[src/core/cnms_map.svh]
/*
  constants for the nmt node supervisor: frame identifiers, command specifiers,
  state codes, signatures, timing counts.
  assumes a 100 MHz node clock.
*/
`ifndef CNMS_MAP_SVH
`define CNMS_MAP_SVH
`define CNMS_ERRCTL_BASE 11'h700
`define CNMS_CS_START 8'h01
`define CNMS_CS_STOP 8'h02
`define CNMS_CS_PREOP 8'h80
`define CNMS_CS_RST_NODE 8'h81
`define CNMS_CS_RST_COMM 8'h82
`define CNMS_ST_BOOT 7'h00
`define CNMS_ST_STOPPED 7'h04
`define CNMS_ST_OPER 7'h05
`define CNMS_ST_PREOP 7'h7f
`define CNMS_SIG_SAVE 32'h65766173
`define CNMS_SIG_LOAD 32'h64616f6c
`define CNMS_CLK_MHZ 100
`define CNMS_MS_NS 1000000
`define CNMS_CYC_PER_MS (`CNMS_MS_NS / (1000 / `CNMS_CLK_MHZ))
`define CNMS_BLINK_MS 200
`define CNMS_DEF_NODE_ID 7'h01
`define CNMS_LSS_GLOBAL 2'h1
`define CNMS_LSS_SELECT 2'h2
`endif

[src/core/cnms_pkg.sv]
/*
  types of the nmt node supervisor.
  assumes nothing beyond the map header.
*/
package cnms_pkg;
  typedef enum logic [1:0] {
    CNMS_INIT = 2'b00,
    CNMS_PREOP = 2'b01,
    CNMS_OPER = 2'b10,
    CNMS_PREP = 2'b11
  } cnms_state_t;

  // one received nmt command frame
  typedef struct packed {
    logic [7:0] cs;
    logic [6:0] node_id;
  } cnms_nmt_cmd_t;

  // one frame offered on the error-control identifier
  typedef struct packed {
    logic [10:0] cob_id;
    logic [7:0] data;
  } cnms_ec_frame_t;

  // communication parameters kept across resets
  typedef struct packed {
    logic [15:0] guard_ms;
    logic [7:0] life_factor;
    logic [15:0] hb_ms;
  } cnms_params_t;
endpackage : cnms_pkg

[src/core/cnms_supervisor.sv]
/*
  nmt state machine, boot-up, node guarding, heartbeat producer, parameter
  save and restore, layer setting node id for one canopen slave node.
  assumes a can frame layer that decodes nmt, guard polls, lss and object
  writes into one-cycle strobes, and that sends the error-control frame
  offered on ec_valid_o when ec_ready_i is high.
*/
`timescale 1ns/100ps
`include "cnms_map.svh"
// Notes on behaviour
// RULE1: operational: fully active, pdo and emergency sending allowed.
// RULE2: operational: run indicator steady on, pre-operational diagnostic input cleared.
// RULE3: prepared: no sdo or pdo traffic; leave only by nmt command.
// RULE4: after power-on send one boot-up frame on 1792 plus node address.
// RULE5: no process data before start remote node brings operational.
// RULE6: each entry to operational sends tx pdos of type 254 or 255.
// RULE7: any detected error moves the node to prepared, stopping sdo/pdo. Here an nmt command for this node in the same cycle wins over the error.
// RULE8: prepared obeys only nmt: start to operational, pre-op to pre-operational.
// RULE9: reset node/communication: init, reload saved or defaults, then pre-operational.
// RULE10: start, pre-op and reset commands with node id 0 also apply.
// RULE11: stop command, own id or id 0, enters prepared.
// RULE12: each guard poll is answered with current state. Here only in guard mode, so not when heartbeat time is nonzero or guard time or life factor is zero.
// RULE13: master flags guarding event when a node misses life time.
// RULE14: life time expiry: comm error, zero outputs, double-blink error indicator.
// RULE15: polling resumes: error indicator off at once, outputs pass again.
// RULE16: heartbeat sent cyclically at producer heartbeat time.
// RULE17: nonzero heartbeat time: first heartbeat at init to pre-operational.
// RULE18: heartbeat used when its time is nonzero; guarding then ignored.
// RULE19: heartbeat frames of other nodes are not consumed.
// RULE20: save signature to 1010 stores all communication parameters at once.
// RULE21: load signature to 1011 restores all factory defaults.
// RULE22: lss global and selective modes set node id, applied immediately.
// RULE23: pre-operational: sdo allowed, no pdo, no emergency.
// RULE24: after initialisation move to pre-operational unprompted.
// RULE25: state codes in guard answer and heartbeat use standard values.
module cnms_supervisor
  import cnms_pkg::*;
(
  input wire logic clk_i,
  input wire logic rst_n_i,
  input wire logic nmt_valid_i,
  input wire cnms_nmt_cmd_t nmt_cmd_i,
  input wire logic guard_poll_i,
  input wire logic err_detect_i,
  input wire logic od_wr_i,
  input wire logic [15:0] od_index_i,
  input wire logic [31:0] od_data_i,
  input wire cnms_params_t param_wr_i,
  input wire logic param_wr_en_i,
  input wire logic lss_valid_i,
  input wire logic [1:0] lss_mode_i,
  input wire logic lss_selected_i,
  input wire logic [6:0] lss_node_id_i,
  input wire logic [7:0] rx_pdo_data_i,
  input wire logic ec_ready_i,
  output logic ec_valid_o,
  output cnms_ec_frame_t ec_frame_o,
  output logic [6:0] node_id_o,
  output cnms_state_t state_o,
  output logic sdo_enable_o,
  output logic pdo_enable_o,
  output logic emcy_enable_o,
  output logic tpdo_kick_o,
  output logic [7:0] bd_out_o,
  output logic preop_diag_input_o,
  output logic run_led_o,
  output logic err_led_o,
  output logic comm_err_o,
  output cnms_params_t params_o,
  output logic nv_store_o,
  output cnms_params_t nv_image_o
);

  // ----------------------------------------------------------------
  // state and command decode
  // ----------------------------------------------------------------
  cnms_state_t state_q, state_d;
  logic [6:0] node_id_q;
  logic for_me, boot_q, hb_first_q, hb_tick, guard_fail_q, guard_mode;
  logic [6:0] st_code;
  cnms_params_t saved_q, live_q;
  logic saved_valid_q;

  // the address check honours broadcast id 0 as well as our own id
  assign for_me = nmt_valid_i && (nmt_cmd_i.node_id == 7'h00 || nmt_cmd_i.node_id == node_id_q); // RULE10 RULE11

  // next state; init falls through to pre-operational by itself
  always_comb
  begin
    state_d = state_q;
    case (state_q)
      CNMS_INIT: state_d = CNMS_PREOP; // RULE24 RULE9
      CNMS_PREOP, CNMS_OPER, CNMS_PREP:
      begin
        if (err_detect_i && state_q != CNMS_PREP)
        begin
          state_d = CNMS_PREP; // RULE7
        end
        if (for_me)
        begin
          case (nmt_cmd_i.cs)
            `CNMS_CS_START: state_d = CNMS_OPER; // RULE8 RULE5
            `CNMS_CS_STOP: state_d = CNMS_PREP; // RULE11 RULE3
            `CNMS_CS_PREOP: state_d = CNMS_PREOP; // RULE8
            `CNMS_CS_RST_NODE, `CNMS_CS_RST_COMM: state_d = CNMS_INIT; // RULE9
            default: state_d = state_d;
          endcase
        end
      end
      default: state_d = CNMS_INIT;
    endcase
  end

  always_ff @(posedge clk_i)
  begin
    if (!rst_n_i)
    begin
      state_q <= CNMS_INIT;
    end
    else
    begin
      state_q <= state_d;
    end
  end

  // standard state codes for guard answers and heartbeat
  always_comb
  begin
    case (state_q)
      CNMS_PREOP: st_code = `CNMS_ST_PREOP; // RULE25
      CNMS_OPER: st_code = `CNMS_ST_OPER;
      CNMS_PREP: st_code = `CNMS_ST_STOPPED;
      default: st_code = `CNMS_ST_BOOT;
    endcase
  end

  // ----------------------------------------------------------------
  // communication enables and indicators
  // ----------------------------------------------------------------
  assign state_o = state_q;
  assign node_id_o = node_id_q;
  assign sdo_enable_o = (state_q == CNMS_PREOP) || (state_q == CNMS_OPER); // RULE3 RULE23
  assign pdo_enable_o = (state_q == CNMS_OPER); // RULE1 RULE5 RULE23
  assign emcy_enable_o = (state_q == CNMS_OPER); // RULE1 RULE23
  assign params_o = live_q;

  // pulse the tx pdo request on every entry into operational
  always_ff @(posedge clk_i)
  begin
    if (!rst_n_i)
    begin
      tpdo_kick_o <= 1'b0;
    end
    else
    begin
      tpdo_kick_o <= (state_d == CNMS_OPER) && (state_q != CNMS_OPER); // RULE6
    end
  end

  // blink time base: one enable pulse per blink phase
  localparam int unsigned BLINK_CYC = `CNMS_BLINK_MS * `CNMS_CYC_PER_MS;
  logic [24:0] blink_cnt_q;
  logic [2:0] blink_ph_q;
  logic blink_tick;
  assign blink_tick = (blink_cnt_q == 25'(BLINK_CYC - 1));

  always_ff @(posedge clk_i)
  begin
    if (!rst_n_i)
    begin
      blink_cnt_q <= 25'h0;
      blink_ph_q <= 3'h0;
    end
    else
    begin
      blink_cnt_q <= blink_tick ? 25'h0 : blink_cnt_q + 25'h1;
      if (blink_tick)
      begin
        blink_ph_q <= blink_ph_q + 3'h1;
      end
    end
  end

  // run led: steady in operational, flashing in pre-operational
  always_ff @(posedge clk_i)
  begin
    if (!rst_n_i)
    begin
      run_led_o <= 1'b0;
      preop_diag_input_o <= 1'b0;
      err_led_o <= 1'b0;
    end
    else
    begin
      run_led_o <= (state_q == CNMS_OPER) || (state_q == CNMS_PREOP && blink_ph_q[0]); // RULE2
      preop_diag_input_o <= (state_q == CNMS_PREOP); // RULE2
      // double blink: on in phases 0 and 2 of eight
      err_led_o <= guard_fail_q && (blink_ph_q == 3'h0 || blink_ph_q == 3'h2); // RULE14 RULE15
    end
  end

  // outputs to the basic device are zeroed while guarding has failed
  always_ff @(posedge clk_i)
  begin
    if (!rst_n_i)
    begin
      bd_out_o <= 8'h00;
    end
    else if (guard_fail_q)
    begin
      bd_out_o <= 8'h00; // RULE14
    end
    else if (state_q == CNMS_OPER)
    begin
      bd_out_o <= rx_pdo_data_i; // RULE15 RULE5
    end
  end

  // ----------------------------------------------------------------
  // node guarding life time
  // ----------------------------------------------------------------
  logic [31:0] life_cnt_q;
  logic [31:0] life_ms;
  logic ms_tick;
  logic [16:0] ms_cnt_q;
  assign ms_tick = (ms_cnt_q == 17'(`CNMS_CYC_PER_MS - 1));
  assign life_ms = 32'(live_q.guard_ms) * 32'(live_q.life_factor);
  assign guard_mode = (live_q.hb_ms == 16'h0) && (life_ms != 32'h0); // RULE18
  assign comm_err_o = guard_fail_q;

  always_ff @(posedge clk_i)
  begin
    if (!rst_n_i)
    begin
      ms_cnt_q <= 17'h0;
    end
    else
    begin
      ms_cnt_q <= ms_tick ? 17'h0 : ms_cnt_q + 17'h1;
    end
  end

  // guarding starts with the first poll; poll resumption clears the failure
  logic guard_armed_q;
  always_ff @(posedge clk_i)
  begin
    if (!rst_n_i || state_q == CNMS_INIT || !guard_mode)
    begin
      life_cnt_q <= 32'h0;
      guard_armed_q <= 1'b0;
      guard_fail_q <= 1'b0;
    end
    else if (guard_poll_i)
    begin
      life_cnt_q <= 32'h0;
      guard_armed_q <= 1'b1;
      guard_fail_q <= 1'b0; // RULE15
    end
    else if (guard_armed_q && ms_tick)
    begin
      if (life_cnt_q + 32'h1 >= life_ms)
      begin
        guard_fail_q <= 1'b1; // RULE14
      end
      else
      begin
        life_cnt_q <= life_cnt_q + 32'h1;
      end
    end
  end

  // ----------------------------------------------------------------
  // heartbeat producer
  // ----------------------------------------------------------------
  logic [15:0] hb_cnt_q;
  assign hb_tick = (live_q.hb_ms != 16'h0) && ms_tick && (hb_cnt_q + 16'h1 >= live_q.hb_ms); // RULE16

  always_ff @(posedge clk_i)
  begin
    if (!rst_n_i || state_q == CNMS_INIT)
    begin
      hb_cnt_q <= 16'h0;
    end
    else if (hb_tick)
    begin
      hb_cnt_q <= 16'h0;
    end
    else if (ms_tick)
    begin
      hb_cnt_q <= hb_cnt_q + 16'h1;
    end
  end

  // ----------------------------------------------------------------
  // error-control frame sender: boot-up, guard answer, heartbeat
  // ----------------------------------------------------------------
  logic hb_pend_q, guard_pend_q, toggle_q;

  always_ff @(posedge clk_i)
  begin
    if (!rst_n_i)
    begin
      boot_q <= 1'b0;
      hb_first_q <= 1'b0;
      hb_pend_q <= 1'b0;
      guard_pend_q <= 1'b0;
      toggle_q <= 1'b0;
      ec_valid_o <= 1'b0;
      ec_frame_o <= '0;
    end
    else
    begin
      if (state_q == CNMS_INIT)
      begin
        boot_q <= 1'b1; // RULE4
        hb_first_q <= (live_q.hb_ms != 16'h0); // RULE17
        toggle_q <= 1'b0;
      end
      if (ec_valid_o && ec_ready_i)
      begin
        ec_valid_o <= 1'b0;
      end
      else if (!ec_valid_o && state_q != CNMS_INIT)
      begin
        ec_frame_o.cob_id <= `CNMS_ERRCTL_BASE + 11'(node_id_q); // RULE4
        if (boot_q)
        begin
          ec_frame_o.data <= 8'h00;
          ec_valid_o <= 1'b1;
          boot_q <= 1'b0;
        end
        else if (guard_pend_q)
        begin
          ec_frame_o.data <= {toggle_q, st_code}; // RULE12 RULE25
          toggle_q <= ~toggle_q;
          ec_valid_o <= 1'b1;
          guard_pend_q <= 1'b0;
        end
        else if (hb_pend_q)
        begin
          ec_frame_o.data <= {1'b0, st_code}; // RULE16 RULE25
          ec_valid_o <= 1'b1;
          hb_pend_q <= 1'b0;
        end
      end
      // requests come after the sender so that a new one in the cycle of a send is kept
      // poll frames are answered only in guard mode; heartbeat frames of others never reach here
      if ((hb_tick || hb_first_q) && !boot_q)
      begin
        hb_pend_q <= 1'b1; // RULE16 RULE19
        hb_first_q <= 1'b0;
      end
      if (guard_poll_i && guard_mode)
      begin
        guard_pend_q <= 1'b1; // RULE12 RULE18
      end
    end
  end

  // ----------------------------------------------------------------
  // parameters: live set, save and restore
  // ----------------------------------------------------------------
  logic save_hit, load_hit;
  assign save_hit = od_wr_i && od_index_i == 16'h1010 && od_data_i == `CNMS_SIG_SAVE;
  assign load_hit = od_wr_i && od_index_i == 16'h1011 && od_data_i == `CNMS_SIG_LOAD;
  assign nv_image_o = saved_q;

  always_ff @(posedge clk_i)
  begin
    if (!rst_n_i)
    begin
      saved_q <= '0;
      saved_valid_q <= 1'b0;
      nv_store_o <= 1'b0;
      live_q <= '0;
    end
    else
    begin
      nv_store_o <= save_hit;
      if (save_hit)
      begin
        saved_q <= live_q; // RULE20
        saved_valid_q <= 1'b1;
      end
      if (state_q == CNMS_INIT)
      begin
        live_q <= saved_valid_q ? saved_q : '0; // RULE9
      end
      else if (load_hit)
      begin
        live_q <= '0; // RULE21
      end
      else if (param_wr_en_i && sdo_enable_o)
      begin
        live_q <= param_wr_i;
      end
    end
  end

  // ----------------------------------------------------------------
  // layer setting service node id
  // ----------------------------------------------------------------
  always_ff @(posedge clk_i)
  begin
    if (!rst_n_i)
    begin
      node_id_q <= `CNMS_DEF_NODE_ID;
    end
    else if (lss_valid_i && lss_node_id_i != 7'h00 &&
             (lss_mode_i == `CNMS_LSS_GLOBAL || (lss_mode_i == `CNMS_LSS_SELECT && lss_selected_i)))
    begin
      node_id_q <= lss_node_id_i; // RULE22
    end
  end

endmodule : cnms_supervisor

[config.mk]
export PLATFORM = sky130hd
export DESIGN_NAME = cnms_supervisor
export DESIGN_NICKNAME = d
export VERILOG_FILES = /design/src/core/cnms_pkg.sv /design/src/core/cnms_supervisor.sv
export VERILOG_INCLUDE_DIRS = /design/src /design/src/core
export SDC_FILE = /design/constraint.sdc
export NUM_CORES = 1
export LEC_CHECK = 0
export ABC_CLOCK_PERIOD_IN_PS = 9730
export BUFFER_PORTS_ARGS = -buffer_cell sky130_fd_sc_hd__buf_2
export CORE_ASPECT_RATIO = 0.6
export CORE_MARGIN = 10
export CORE_UTILIZATION = 40
export CTS_BUF_LIST = sky130_fd_sc_hd__clkbuf_16
export CTS_CLUSTER_SIZE = 8
export DETAILED_ROUTE_END_ITERATION = 10
export PLACE_DENSITY = 0.65
export SYNTH_ARGS = -nofsm -noshare
export SYNTH_HDL_FRONTEND = slang
export SYNTH_SLANG_ARGS = --single-unit
export TNS_END_PERCENT = 1
[constraint.sdc]
create_clock -name clk_i -period 9.73 [get_ports clk_i]
set_input_delay 2.4325 -clock clk_i [delete_from_list [all_inputs] [get_ports clk_i]]
set_output_delay 2.4325 -clock clk_i [all_outputs]
set_load 0.02 [all_outputs]
; Yosys cells after proc, flatten, opt, wreduce, memory -nomap -nowiden
; Index checks and enable logic that the tools add are counted.
[totals]
reg_bits = 223
[op_classes]
n_addsub = 6
mul = 1
magnitude_cmp = 2
n_eq_ne = 26
mux = 33
n_bitwise = 4
n_reduce_logical = 61
[op_table]
columns = op, count
row1 = 40-bit 2-to-1 mux, 4
row2 = "32-bit by 31-bit equality test with 1-bit output, second input constant", 2
row3 = "32-bit by 1-bit adder with 32-bit output, second input constant", 1
row4 = "16-bit by 13-bit equality test with 1-bit output, second input constant", 2
row5 = 32-bit by 24-bit greater-or-equal comparator with 1-bit output, 1
row6 = 32-bit nonzero test, 1
row7 = "25-bit by 1-bit adder with 25-bit output, second input constant", 1
row8 = "25-bit equality test, second input constant", 1
row9 = "8-bit equality test, second input constant", 3
row10 = 16-bit by 8-bit multiplier with 24-bit output, 1
row11 = 8-bit 2-to-1 mux, 3
row12 = 1-bit logical AND, 21
row13 = 1-bit 2-to-1 mux, 21
row14 = 7-bit one-hot mux with 3 select lines, 1
row15 = "17-bit by 1-bit adder with 17-bit output, second input constant", 1
row16 = "17-bit equality test, second input constant", 1
row17 = "16-bit by 1-bit adder with 16-bit output, second input constant", 1
row18 = 16-bit greater-or-equal comparator, 1
row19 = 16-bit logical NOT, 1
row20 = 16-bit nonzero test, 1
row21 = 2-bit OR reduction, 8
row22 = "9-bit by 8-bit adder with 10-bit output, first input constant", 1
row23 = "2-bit by 1-bit inequality test with 1-bit output, second input constant", 5
row24 = "2-bit equality test, second input constant", 4
row25 = other kinds (23), 46

; Depth between registers and ports, before layout
[logic_depth]
ltp_word = 8
mapped_depth = 29

; Worst setup path before layout
; OpenSTA, ideal clock, no wires.
[synth_path]
kind = register to register
start = register live_q, in the netlist params_o[23]
end = register life_cnt_q[9]
setup_time_ns = 0.132
t_arrival_ns = 6.651
required_time_ns = 9.598
setup_slack_ns = 2.947
path_stages_with_launch = 26
synth_period_minus_slack_ns = 6.783
cell_sequence = dfxtp_1 > clkbuf_1 > clkbuf_1 > nand2_1 > fa_1 > fa_1 > fa_1 > fa_1 > inv_1 > ha_1 > a211o_1 > a31oi_1 > nor2_1 > a211o_1 > a31oi_1 > xnor2_1 > ha_1 > a21o_1 > a21o_1 > a21oi_1 > o21ai_0 > or4_4 > a211o_1 > clkbuf_1 > o21ai_0 > a21oi_1
[synth_via]
elab_chain_len = 6
word_cells_on_any_way = 9
classes_between = mul (1) / order compare (1) / bitwise (1) / reduce/logical (6)
[synth_lines]
columns = item, line_no
row1 = from (decl), cnms_supervisor.sv:81  ; cnms_params_t saved_q, live_q;
row2 = from (signal assigned), cnms_supervisor.sv:387  ; live_q <= saved_valid_q ? saved_q : '0;
row3 = from (signal assigned), cnms_supervisor.sv:395  ; live_q <= param_wr_i;
row4 = 16-bit by 8-bit multiplier with 24-bit output *, cnms_supervisor.sv:227  ; assign life_ms = 32'(live_q.guard_ms) * 32'(live_q.life_factor);
row5 = "parallel branches: the longest is 5 deep, another holds 32-bit by 24-bit greater-or-equal comparator with 1-bit output", --
row6 = to (signal assigned), cnms_supervisor.sv:267  ; life_cnt_q <= life_cnt_q + 32'h1;
row7 = to (decl), cnms_supervisor.sv:222  ; logic [31:0] life_cnt_q;
; Mark *: on every way between the ends.
; A chain may end at the register's enable or synchronous reset.

; Final worst setup path
[layout_path]
start = register live_q, in the netlist params_o[23]
end = register life_cnt_q[18]
; The elaborated chain is that of the path after synthesis.

==> impl_metrics.csv <==
group,metric,value,unit
run_status,status,"finished clean",
cts,postCtsHoldBufs,0,
cts,clock_latency,580,ps
cts,cts_num_sinks,216,
worst_setup_path,cp_data_arrival_time,8080,ps
synth,synthFlopType,"dfxtp_1",
power_and_ir_drop,power.leakage,7.162,nW
timing,clock-skew-final,25.17,ps
cts,clockBufferDepth,3,
floorplan,rows,54,
timing,drv_slew,0,
floorplan,core-area,36490,µm²
power_and_ir_drop,powerDensity,136.4,nW/µm²
synth,async_flop_share,0,
floorplan,pin_count,256,
cts,path_clk_slew,50,ps
floorplan,start_util,0.4077,
synth,ys_warn_count,0,
power_and_ir_drop,finalPower,2.346,mW
drt,wl_per_cell,17.25,µm
placement,io_buffers,254,
grt,grt_usage,0.1799,
grt,gr-total-overflow,0,
timing,rsz0062_at_grt,"no",
power_and_ir_drop,clock_power_share,0.405,
grt,antenna_found_initial,0,
worst_setup_path,crit_type,"flop to flop",
flow_run,maxCapViolations,0,
floorplan,die_area,45560,µm²
synth,syn_area_per_cell,8.515,µm²
worst_setup_path,r2r_slack,2080,ps
power_and_ir_drop,switching_share,0.3050,
synth,synthesis.nets,2057,
hold_path,hold_path_class,"flop to flop",
grt,grt_pass1_wl,67.67,mm
synth,yosys.area.top_type,"dfxtp_1",
synth,yosys.area.top_type_share,0.2907,
cells_and_area,final.fill_count,3531,
floorplan,die_w,269.0,µm
worst_setup_path,crit_fanout,19,
grt,grt_pass1_vias,13000,
timing,layout_worst_path_cycle_share,0.7867,
floorplan,die_h,169.4,µm
drt,routed_wl,41.74,mm
synth,syn_inst,1747,
drt,drtIter0Drc,718,
timing,setup_viol,0,
timing,tightestPinTransition,1113,ps
placement,hpwl,31.83,mm
grt,grt_max_degree,104,
drt,via_count,12792,
synth,synth-edff-count,0,
worst_setup_path,worstPathRequired,10160,ps
synth,synthesis.area,14880,µm²
timing,whs,444.1,ps
cts,root_buffer,"clkbuf_16",
power_and_ir_drop,p_switching,715.8,µW
synth,ys_types,67,
cells_and_area,syn_to_final_growth,15.64,%
cells_and_area,layout.nets,2252,
placement,gp_congestion,0.8722,
timing,relSlewSlack,0.2582,
power_and_ir_drop,p_comb_frac,0.178,
drt,dr.pass1.iters,5,
synth,synth_area_leaders,"dfxtp_1 29%, fa_1 11%, ha_1 8.1%",
synth,ys_ff_latch,216,
power_and_ir_drop,power_frac_seq,0.417,
drt,vias_per_cell,5.286,
timing,fmaxAchievable,0.1306,GHz
timing,hold_viol,0,
power_and_ir_drop,ir_drop,0.1049,mV
cts,cts_made_buffers,31,
cts,post_cts_resize_count,0,
power_and_ir_drop,internal_power,1.631,mW
cts,cts_setup_buffers,0,
cells_and_area,drive_above_1_share,0.1647,
timing,period_minus_slack,7654,ps
drt,final_antenna_net_count,0,
cts,cts_tree,"built",
worst_setup_path,startpoint_type,"flop",
timing,finalSetupTns,0,ps
worst_setup_path,endpoint_kind,"flop",
cts,htreeDepth,1,
drt,drc,0,
synth,synth-seq-area-share,0.2907,
==> placed cells by master (no fill, tap or decap), types with 50 or more instances in the layout <==
cell type  synthesis  routed
ha_1              96      96
fa_1              84      84
inv_1            106     106
buf_2              4     253
mux2i_1           58      58
a21oi_1           85      85
o21ai_0          107     107
nor2b_1           59      59
xnor2_1           63      63
xor2_1            71      71
and2_1            60      60
nor2_1           124     124
nand3_1           50      50
nand2_1          216     215
dfxtp_1          216     216
==> through the flow <==
stage                     setup WS (ps)    util  area (µm²)  instances
after global routing               1649  0.4714       17200       2419
after global placement             2344  0.4493       16390       2385
after floorplan                    2947       -       14880       1747
after detailed placement           2196  0.4493       16390       2385
final                              2076  0.4715       17200       2420
after CTS                          2187  0.4714       17200       2419
==> power by group through the flow <==
stage          sequential, mW  clock [mW]  combinational (mW)
2_1_floorplan           0.980           0               0.284
3_3_place_gp            0.993           0               0.409
3_5_place_dp            0.995           0               0.419
4_1_cts                 0.977       0.977               0.421
5_1_grt                 0.984        1.01               0.470
6_report                0.979       0.951               0.417
==> routing by layer <==
layer  GRT usage  part of all wire
met1      0.2410              0.45
met2      0.2934              0.46
met3     0.04081             0.067
met4     0.03383             0.017
met5           0                 0
==> critical path, cell delays in order, from the launching register on <==
cell,delay [ps]
dfxtp_1,760
nand2_1,170
fa_1,540
fa_1,510
fa_1,510
fa_1,540
inv_1,40
ha_1,360
a211o_1,280
a31oi_1,260
nor2_1,130
a211o_1,370
a31oi_1,240
xnor2_1,170
ha_1,290
a21o_1,190
a21o_1,190
a21oi_1,130
o21ai_0,100
or4_4,500
a211oi_2,790
nand2_1,160
xor2_1,180
nor2_1,50
==> cell usage after synthesis, types with 60 or more instances <==
library cell / n
dfxtp_1: 216
nor2_1: 124
fa_1: 84
xnor2_1: 63
clkbuf_1: 81
and2_1: 60
inv_1: 106
nand2_1: 216
a21oi_1: 85
ha_1: 96
xor2_1: 71
o21ai_0: 107
==> state kept, by name (all words and copies together), names as in the netlist, 2 cells and up <==
register     flops
ec_frame_o      12
node_id_o        7
state_o          2
params_o        40
nv_image_o      40
blink_cnt_q     25
life_cnt_q      32
hb_cnt_q        16
bd_out_o         8
blink_ph_q       3
ms_cnt_q        17
==> worst paths after layout <==
| check | startpoint | to | cells past startpoint |
|---|---|---|---|
| worst max-delay path | params_o[23] | life_cnt_q[18] | 23 |
| worst min-delay path | ms_cnt_q[0] | ms_cnt_q[0] | 1 |
| worst max register to register | params_o[23] | life_cnt_q[18] | 23 |
| worst min register to register | ms_cnt_q[0] | ms_cnt_q[0] | 1 |
==> kinds of logic (layout without fill, tap and decap cells) <==
kind of cell / after synthesis / in the layout / share of synthesized area
other: 1 / 2 / 0.0002521
buffers and inverters: 203 / 399 / 0.05484
and+or+nand+nor: 684 / 684 / 0.2345
DFF: 216 / 216 / 0.2907
xor gates and xnor gates: 134 / 134 / 0.07890
adders and majority gates: 180 / 180 / 0.1938
AOI/OAI and AO/OA: 270 / 270 / 0.1072
muxes: 59 / 59 / 0.03978
==> final cells by class <==
cell class,count,area (µm²),area share
multi-input cells,1328,9763,0.5675
flip-flops and latches,216,4324,0.2514
repair buffers,259,1311,0.07622
clock buffers,31,775.7,0.04509
well taps,476,595.6,0.03462
inverters,106,397.9,0.02313
clock inverters,3,32.53,0.001891
diodes,1,2.502,0.0001455
(Power assumes the default switching activity.)
